**src/verilog/flash_cmd_consts.vh**
```
// Constants for the flash command controller
`ifndef FLASH_CMD_CONSTS_VH
`define FLASH_CMD_CONSTS_VH
`define CMD_READ_ARRAY   8'hFF
`define CMD_READ_ID      8'h90
`define CMD_READ_STATUS  8'h70
`define CMD_CLEAR_STATUS 8'h50
`define CMD_ERASE_SETUP  8'h20
`define CMD_CONFIRM      8'hD0
`define CMD_SUSPEND      8'hB0
`define CMD_PROG_SETUP   8'h40
`define CMD_PROG_SETUP_2 8'h10
`define ID_MAKER_ADDR    20'h0_0000
`define ID_PART_ADDR     20'h0_0001
`define SR_DONE_BIT      7
`define SR_PAUSED_BIT    6
`define SR_ERASE_FAIL    5
`define SR_PROG_FAIL     4
`define SR_SUPPLY_LOW    3
`define REG_CTRL         4'h0
`define REG_ADDR         4'h4
`define REG_DATA         4'h8
`define REG_STATUS       4'hC
`define OP_READ          3'h0
`define OP_WRITE         3'h1
`define OP_READ_ARRAY    3'h2
`define OP_READ_ID       3'h3
`define OP_READ_STATUS   3'h4
`define OP_CLEAR_STATUS  3'h5
`define OP_ERASE         3'h6
`define OP_PROGRAM       3'h7
`define T_STROBE_NS      100
`define CLK_NS           25
`define STROBE_CYC       (((`T_STROBE_NS) + (`CLK_NS) - 1) / (`CLK_NS))
`endif

```
**src/verilog/flash_bus_cycle.v**
```verilog
// One strobe cycle on the flash pins, write or read
`timescale 1ns/100ps
`include "flash_cmd_consts.vh"
module flash_bus_cycle (
  input  wire        ref_clk,
  input  wire        rst,
  input  wire        start,
  input  wire        isWrite,
  input  wire [19:0] addr,
  input  wire [7:0]  wrData,
  input  wire [7:0]  dqIn,
  output reg  [19:0] flashAddr,
  output reg  [7:0]  dqOut,
  output reg         dqOe,
  output reg         chipSel_n,
  output reg         writeEn_n,
  output reg         outEn_n,
  output reg  [7:0]  rdData,
  output reg         done
);
  localparam S_IDLE = 2'd0;
  localparam S_ACT  = 2'd1;
  localparam S_END  = 2'd2;
  reg [1:0] state_q;
  reg [3:0] cnt_q;
  reg [7:0] dqSync1_q;
  reg [7:0] dqSync2_q;
  always @(posedge ref_clk) begin
    dqSync1_q <= dqIn;
    dqSync2_q <= dqSync1_q;
  end
  always @(posedge ref_clk) begin
    if (rst) begin
      state_q <= S_IDLE; cnt_q <= 4'h0; flashAddr <= 20'h0_0000; dqOut <= 8'h00;
      dqOe <= 1'b0; chipSel_n <= 1'b1; writeEn_n <= 1'b1; outEn_n <= 1'b1;
      rdData <= 8'h00; done <= 1'b0;
    end else begin
      done <= 1'b0;
      case (state_q)
        S_IDLE: if (start) begin
          flashAddr <= addr; dqOut <= wrData; dqOe <= isWrite;
          chipSel_n <= 1'b0; writeEn_n <= ~isWrite; outEn_n <= isWrite;
          cnt_q <= 4'h0; state_q <= S_ACT;
        end
        S_ACT: begin
          cnt_q <= cnt_q + 4'h1;
          if (cnt_q == (`STROBE_CYC + 2)) begin
            if (!isWrite) rdData <= dqSync2_q;
            writeEn_n <= 1'b1; outEn_n <= 1'b1;
            state_q <= S_END;
          end
        end
        S_END: begin
          chipSel_n <= 1'b1; dqOe <= 1'b0; done <= 1'b1; state_q <= S_IDLE;
        end
        default: state_q <= S_IDLE;
      endcase
    end
  end
endmodule // flash_bus_cycle

```
**src/verilog/flash_cmd_ctrl.v**
```verilog
// Host controller issuing command sequences to the flash
// Notes on behaviour
// - ID command, then reads at 0 and 1
// - Read-array command returns to array mode
// - Status command makes reads return status
// - Erase is setup then confirm, same block
// - Program setup then address and byte write
// - Write strobe low under chip select
// - Command ops write only defined codes in their first cycle; OP_WRITE sends whatever byte cmdByte_q holds
`timescale 1ns/100ps
`include "flash_cmd_consts.vh"
module flash_cmd_ctrl (
  input  wire        ref_clk,
  input  wire        rst,
  input  wire [3:0]  avs_address,
  input  wire        avs_read,
  input  wire        avs_write,
  input  wire [31:0] avs_writedata,
  output reg  [31:0] avs_readdata,
  output wire        avs_waitrequest,
  output wire [19:0] flashAddr,
  output wire [7:0]  dqOut,
  output wire        dqOe,
  input  wire [7:0]  dqIn,
  output wire        chipSel_n,
  output wire        writeEn_n,
  output wire        outEn_n,
  output reg         powerdown_reset_n,
  input  wire        ready_busy_n
);
  localparam S_IDLE = 2'd0;
  localparam S_C1   = 2'd1;
  localparam S_C2   = 2'd2;
  reg  [1:0]  state_q;
  reg  [2:0]  op_q;
  reg  [19:0] target_addr_q;
  reg  [7:0]  program_byte_q;
  reg  [7:0]  cmdByte_q;
  reg  [7:0]  result_q;
  reg  [7:0]  status_readout_q;
  reg         busy_q;
  reg         rbSync1_q;
  reg         rbSync2_q;
  reg         start_q;
  reg         isWr_q;
  reg  [19:0] cycAddr_q;
  reg  [7:0]  cycData_q;
  wire [7:0]  rdData;
  wire        done;
  wire        regWrite = avs_write && (avs_address == `REG_CTRL) && !busy_q;
  assign avs_waitrequest = avs_write && (avs_address == `REG_CTRL) && busy_q;
  function [7:0] op_code;
    input [2:0] op;
    begin
      case (op)
        `OP_READ_ARRAY:   op_code = `CMD_READ_ARRAY;
        `OP_READ_ID:      op_code = `CMD_READ_ID;
        `OP_READ_STATUS:  op_code = `CMD_READ_STATUS;
        `OP_CLEAR_STATUS: op_code = `CMD_CLEAR_STATUS;
        `OP_ERASE:        op_code = `CMD_ERASE_SETUP;
        `OP_PROGRAM:      op_code = `CMD_PROG_SETUP;
        default:          op_code = `CMD_READ_STATUS;
      endcase
    end
  endfunction
  flash_bus_cycle u_cycle (
    .ref_clk   (ref_clk),
    .rst       (rst),
    .start     (start_q),
    .isWrite   (isWr_q),
    .addr      (cycAddr_q),
    .wrData    (cycData_q),
    .dqIn      (dqIn),
    .flashAddr (flashAddr),
    .dqOut     (dqOut),
    .dqOe      (dqOe),
    .chipSel_n (chipSel_n),
    .writeEn_n (writeEn_n),
    .outEn_n   (outEn_n),
    .rdData    (rdData),
    .done      (done)
  );
  always @(posedge ref_clk) begin
    rbSync1_q <= ready_busy_n;
    rbSync2_q <= rbSync1_q;
  end
  always @(posedge ref_clk) begin
    if (rst) begin
      state_q <= S_IDLE; op_q <= `OP_READ; target_addr_q <= 20'h0_0000;
      program_byte_q <= 8'h00; cmdByte_q <= 8'h00; result_q <= 8'h00;
      status_readout_q <= 8'h00; busy_q <= 1'b0; start_q <= 1'b0; isWr_q <= 1'b0;
      cycAddr_q <= 20'h0_0000; cycData_q <= 8'h00; powerdown_reset_n <= 1'b1;
    end else begin
      start_q <= 1'b0;
      if (avs_write && avs_address == `REG_ADDR) target_addr_q <= avs_writedata[19:0];
      if (avs_write && avs_address == `REG_DATA) begin
        program_byte_q <= avs_writedata[7:0];
        cmdByte_q      <= avs_writedata[15:8];
        powerdown_reset_n <= ~avs_writedata[16];
      end
      case (state_q)
        S_IDLE: if (regWrite) begin
          op_q <= avs_writedata[2:0]; busy_q <= 1'b1; start_q <= 1'b1;
          state_q <= S_C1; cycAddr_q <= target_addr_q;
          if (avs_writedata[2:0] == `OP_READ) begin
            isWr_q <= 1'b0;
          end else if (avs_writedata[2:0] == `OP_WRITE) begin
            isWr_q <= 1'b1; cycData_q <= cmdByte_q;
          end else begin
            isWr_q <= 1'b1; cycData_q <= op_code(avs_writedata[2:0]);
          end
        end
        S_C1: if (done) begin
          if (!isWr_q) begin
            result_q <= rdData;
            status_readout_q <= rdData;
          end
          if (op_q == `OP_ERASE) begin
            cycData_q <= `CMD_CONFIRM; start_q <= 1'b1; state_q <= S_C2;
          end else if (op_q == `OP_PROGRAM) begin
            cycData_q <= program_byte_q; start_q <= 1'b1; state_q <= S_C2;
          end else begin
            busy_q <= 1'b0; state_q <= S_IDLE;
          end
        end
        S_C2: if (done) begin
          busy_q <= 1'b0; state_q <= S_IDLE;
        end
        default: state_q <= S_IDLE;
      endcase
    end
  end
  always @* begin
    case (avs_address)
      `REG_CTRL:   avs_readdata = {29'h0, op_q};
      `REG_ADDR:   avs_readdata = {12'h000, target_addr_q};
      `REG_DATA:   avs_readdata = {15'h0000, ~powerdown_reset_n, cmdByte_q, program_byte_q};
      `REG_STATUS: avs_readdata = {14'h0000, rbSync2_q, busy_q, status_readout_q, result_q};
      default:     avs_readdata = 32'h0000_0000;
    endcase
  end
endmodule // flash_cmd_ctrl

```
**config.mk**
```make
export PLATFORM = sky130hd
export DESIGN_NAME = flash_cmd_ctrl
export DESIGN_NICKNAME = d
export VERILOG_FILES = /design/src/verilog/flash_bus_cycle.v /design/src/verilog/flash_cmd_ctrl.v
export VERILOG_INCLUDE_DIRS = /design/src /design/src/verilog
export SDC_FILE = /design/constraint.sdc
export NUM_CORES = 1
export LEC_CHECK = 0
export ABC_CLOCK_PERIOD_IN_PS = 1850
export CAP_MARGIN = 10
export CORE_AREA = 4 4 108 110
export DETAILED_ROUTE_END_ITERATION = 12
export DIE_AREA = 0 0 112 114
export DONT_BUFFER_PORTS = 1
export HOLD_SLACK_MARGIN = 0.03
export PLACE_DENSITY = 0.72
export SLEW_MARGIN = 20
export SYNTH_ARGS = -nofsm -noshare
export SYNTH_HDL_FRONTEND = slang
export SYNTH_SLANG_ARGS = --single-unit
```
**constraint.sdc**
```tcl
create_clock -name ref_clk -period 1.85 [get_ports ref_clk]
set_clock_uncertainty 0.1 [all_clocks]
set_input_delay 0.2775 -clock ref_clk [delete_from_list [all_inputs] [get_ports ref_clk]]
set_output_delay 0.2775 -clock ref_clk [all_outputs]
set_load 0.03 [all_outputs]
```
== Word level (Yosys, flattened, before mapping) ==
Cells that the tools add are included.

* Output and inout bits: 66
* Register bits after elaboration: 146
* Input port bits: 49
* Word-level logic and storage cells: 121

* Mux-type cells: 41
* Equality and inequality tests: 25
* $add $sub $neg: 1
* Bitwise operators: 3
* Reduce and logical (&&, ||, !) cells: 25

{| class="wikitable"
|+ Operators by type and width
! kind !! number
|-
| 20-bit one-hot mux with 4 select lines || 1
|-
| 8-bit two-way mux || 6
|-
| 8-bit one-hot mux with 5 select lines || 1
|-
| 8-bit one-hot mux with 2 select lines || 1
|-
| 3-bit equality test (second input constant) || 5
|-
| 1-bit two-way mux || 15
|-
| 2-bit two-way mux || 7
|-
| 3-bit AND reduction || 4
|-
| 2-bit != test (second input constant) || 5
|-
| 1-bit one-hot mux with 2 select lines || 5
|-
| 2-bit AND reduction || 5
|-
| 4-bit by 3-bit equality test with 1-bit output (second input constant) || 2
|-
| 4-bit equality test (second input constant) || 2
|-
| 4-bit one-hot mux with 2 select lines || 1
|-
| 3-bit by 2-bit equality test with 1-bit output (second input constant) || 2
|-
| 2-bit by 1-bit != test with 1-bit output (second input constant) || 3
|-
| 2-bit one-hot mux with 3 select lines || 1
|-
| 6-bit AND reduction || 1
|-
| 2-bit nonzero test || 3
|-
| 1-bit logical AND || 5
|-
| 5-bit AND reduction || 1
|-
| 4-bit by 1-bit adder with 4-bit output (second input constant) || 1
|-
| 2-bit by 1-bit equality test with 1-bit output (second input constant) || 2
|-
| 2-bit equality test (second input constant) || 2
|-
| 11 further kinds || 14
|}

== Logic depth before layout (Yosys ltp) ==
* Depth after elaboration: 6
* Depth in mapped cells: 7
* Depth with buffers taken out: 6

== Cells and area by module ==
Synthesis repeated with hierarchy kept, for this count alone.

* Cell total of the unflattened synthesis: 709
* Area total of the unflattened synthesis: 5881.9 µm²

{| class="wikitable"
|+ By module, submodules not included
! module !! cells each !! area each (µm²) !! times used !! sequential area each (µm²)
|-
| flash_cmd_ctrl || 482 || 3787.4 || 1 || 1661.6
|-
| flash_bus_cycle || 227 || 2094.5 || 1 || 1261.2
|}

== Worst setup path before layout ==
No wires, ideal clock.

* Path type: reg-to-reg
* Start point: register state_q[1]
* End point: register cycData_q[5]
* Arrival time: 1.783 ns
* Required time: 1.628 ns
* Setup slack: -0.154 ns
* Period minus slack after synthesis: 2.004 ns
* Buffers on the path: 1
* Stages on the path, launching flop included: 8
* Library setup time: 0.122 ns
* Cell sequence: dfxtp_1 inv_1 ha_1 inv_1 a21boi_0 or2_1 buf_6 o311a_1

* Cells in the longest elaborated chain, start to end: 3
* Elaborated cells between the ends (all ways): 9
* Classes of those cells: eq/ne: 5; mux: 1; reduce/logical: 3

{| class="wikitable"
|+ RTL lines
! what !! RTL line !! text
|-
| start, declared || flash_cmd_ctrl.v:34 || <nowiki>reg [1:0] state_q;</nowiki>
|-
| start signal, assigned || flash_cmd_ctrl.v:89 || <nowiki>state_q <= S_IDLE; op_q <= `OP_READ; target_addr_q <= 20'h0_0000;</nowiki>
|-
| start signal, assigned || flash_cmd_ctrl.v:104 || <nowiki>state_q <= S_C1; cycAddr_q <= target_addr_q;</nowiki>
|-
| start signal, assigned || flash_cmd_ctrl.v:119 || <nowiki>cycData_q <= `CMD_CONFIRM; start_q <= 1'b1; state_q <= S_C2;</nowiki>
|-
| 2-bit by 1-bit equality test with 1-bit output or 2-bit zero test (tied branches) || flash_cmd_ctrl.v:101 || <nowiki>case (state_q)</nowiki>
|-
| 3-bit != test (no source line) (tied with other cells) || -- ||
|-
| 5-bit AND reduction (no source line) || -- ||
|-
| end signal, assigned || flash_cmd_ctrl.v:108 || <nowiki>isWr_q <= 1'b1; cycData_q <= cmdByte_q;</nowiki>
|-
| end signal, assigned || flash_cmd_ctrl.v:110 || <nowiki>isWr_q <= 1'b1; cycData_q <= op_code(avs_writedata[2:0]);</nowiki>
|-
| end signal, assigned || flash_cmd_ctrl.v:119 ||
|-
| end, declared || flash_cmd_ctrl.v:47 || <nowiki>reg [7:0] cycData_q;</nowiki>
|}

Several ways; a longest one is shown, not always the timed one.
A chain may end at the register's enable or synchronous reset.

==> flow_summary.ini <==
[run_status]
status = finished with violations
violations = setup timing

[floorplan]
fp.dieW_um = 112
dieArea_sq_um = 12800
die_y_um = 114
core_sq_um = 10700
io_pins = 115
std_cell_rows = 38
initial_core_util = 0.545

[worst_setup_path]
rrSetupSlack_ps = 70
cp-end-kind = output port
crit_type = reg -> out
start_kind = flip-flop
arrival_ps = 1570
max_stage_delay_ps = 460
cp_slowest_cell = mux4_2
r2r_start = state_q[1]
critical_path.max_fanout = 3
reg2reg_to = cycData_q[0]
required_ps = 1470
crit_chain = mux4_2, and2_4
worstRegToRegCells = 6

[detailed_routing]
detailroute.via_count = 5234
firstDrtPassIters = 5
drtAntennaViolNets = 0
wl_per_cell_um = 17.6
drtIter0Drc = 500
via_per_inst = 5.63
route.detailed.drc = 0
routed_wl_mm = 16.4

[worst_hold_path]
min_path_cells = 3
whs_endpoint = cycData_q[6]
hp-start = avs_writedata[2]
min-delay-path-class = in -> reg

[finish]
fin_cells = 930
drive_gt1_frac = 0.230
area_growth_syn_to_layout_pct = 31.0
antenna_cells = 0
final_net_count = 833

[synthesis]
yosysTopAreaCell = dfxtp_1
postSynthAreaPerCell_sq_um = 8.36
ys_types = 53
synth_edf_count = 0
synth_area_leaders = dfxtp_1 50%, nand2_1 12%, a21oi_1 8.2%
async_flop_share = 0
synth.top_cell.area_share = 0.501
synth_most_common_cell = nand2_1
synth-main-ff-cell = dfxtp_1
synth_commonest_cells = 191 x nand2_1, 146 x dfxtp_1, 96 x a21oi_1
ys_seq_elements = 146
ys_seq_area_frac = 0.501
syn_inst = 698
ys.warnings.count = 0
synth_area_sq_um = 5830

[timing]
hold_violations = 0
period_share = 1.05
slew_viol_final = 0
rsz0062_at_grt = true
finalSetupViolCount = 6
period_minus_slack_ps = 1940
hold_ws_ps = 61.1
fmax_mhz = 515
timing.final.ws_setup_ps = -92.7

[grt]
grt.overflow.total = 0
track_usage = 0.249
antenna_found_initial = 0
use_met1 = 0.304
grt_pass1_wl_mm = 25.2
busiest_layer = met2
grt_pass1_vias = 4988
grt_start_max_net_pins = 83
grt_util_met3 = 0.0844
grt_use_met2 = 0.393

[place]
dpl.cell_count = 830
port_buffers = 0
dpl.hpwl_mm = 10.0
gp_congestion = 0.920

[pwr]
max-vdd-ir-drop_uv = 707
power.leakage_nw = 2.94
total_power_mw = 7.01
p_per_area_nw_per_um2 = 917

[clocking]
cts-root-buf = clkbuf_8
cts_buffers = 17
clk_latency_ps = 540
cts_tree = yes
cts_buffer_depth = 2
cts_max_level = 4
cts.reportedPaths.clkPinSlew_ps = 60
clock_sinks = 146

[flow_run]
max-cap-violations = 0
stage by stage:
stage               instance area, sq um  setup WS, ps  utilization  setup TNS, ps
floorplan                           5890         -56.3            -          -56.3
global route                        7640          -136        0.714           -965
detailed placement                  6140         -56.4        0.574          -94.2
finish                              7640         -92.7        0.714           -364
CTS                                 7460          -110        0.698           -530
global placement                    6140          17.7        0.574              0
layer usage:
metal | routed length, um | up-vias
li1 | - | 2487
met1 | 6500 | 2451
met2 | 7780 | 246
met3 | 1440 | 50
met4 | 652 | 0
met5 | 0 | -
power by group:
group	internal (mW)	switching, mW	total, mW	leakage, nW
Clock	2.14	1.32	3.46	0.293
Sequential	3.18	0.0280	3.21	1.20
Combinational	0.134	0.202	0.336	1.44
state kept, by name, indices dropped and copies added (netlist names), 2 cells and up:
| name | count |
|---|---|
| cmdByte_q | 8 |
| cycData_q | 8 |
| u_cycle.dqSync1_q | 8 |
| state_q | 2 |
| u_cycle.cnt_q | 4 |
| program_byte_q | 8 |
| target_addr_q | 20 |
| u_cycle.dqOut | 8 |
| u_cycle.rdData | 8 |
| cycAddr_q | 20 |
| status_readout_q | 8 |
| u_cycle.state_q | 2 |
| op_q | 3 |
| u_cycle.dqSync2_q | 8 |
| u_cycle.flashAddr | 20 |
cell type report:
cell class / count / area (sq um)
sequential: 146 / 2970
fill: 764 / 3060
clock buffer: 21 / 449
tap: 140 / 175
inverter: 17 / 63.8
clock inverter: 11 / 151
timing repair buffer: 109 / 1060
multi-input combinational: 486 / 2780
logic make-up after synthesis:
logic type,count (synthesis),share of synthesized area
buf+inv,77,0.0605
flops,146,0.501
fa+ha+maj,7,0.0150
other cells,1,0.000643
simple gates,281,0.203
compound gates,160,0.168
mux,25,0.0502
xor+xnor,1,0.00150
placed cells by master, fill, tap and decap left out, drive strengths merged, types with 6 or more instances in the layout:
master and count:
nor2 50, ha 7, o211ai 7, dfxtp 146, dlygate4sd3 54, nand2 191
mux2i 18, clkbuf 21, buf 55, inv 19, conb 12, a21oi 96
a22oi 15, o21ai 17, nor2b 6
worst max-delay path: cells and delay by family (launching register included):
kind	cells	cell delay [ps]
flip-flops	1	360
AND/OR/NAND/NOR	1	210
multiplexers	1	460
what timing repair did:
| item | CTS | global route |
|---|---|---|
| hold endpoints to repair | 135 | 0 |
| endpoints found under the setup margin | 22 | 25 |
| buffers inserted | 6 | 7 |
| pin swaps | 9 | 25 |
| resized for setup | 57 | 43 |
| hold buffers | 55 | 0 |
how the worst max path moves through the flow:
| stage | to | cells after the start | slack [ps] | startpoint |
|---|---|---|---|---|
| after floorplan | cycData_q[5] | 6 | -60 | avs_address[2] |
| after global placement | cycData_q[5] | 6 | 20 | state_q[1] |
| after detailed placement | cycData_q[5] | 6 | -60 | state_q[1] |
| after CTS | avs_readdata[1] | 2 | -110 | status_readout_q[1] |
| after global routing | avs_readdata[1] | 2 | -140 | status_readout_q[1] |
| final | avs_readdata[2] | 2 | -90 | status_readout_q[2] |
No activity file was read; power rests on OpenSTA's default activity.
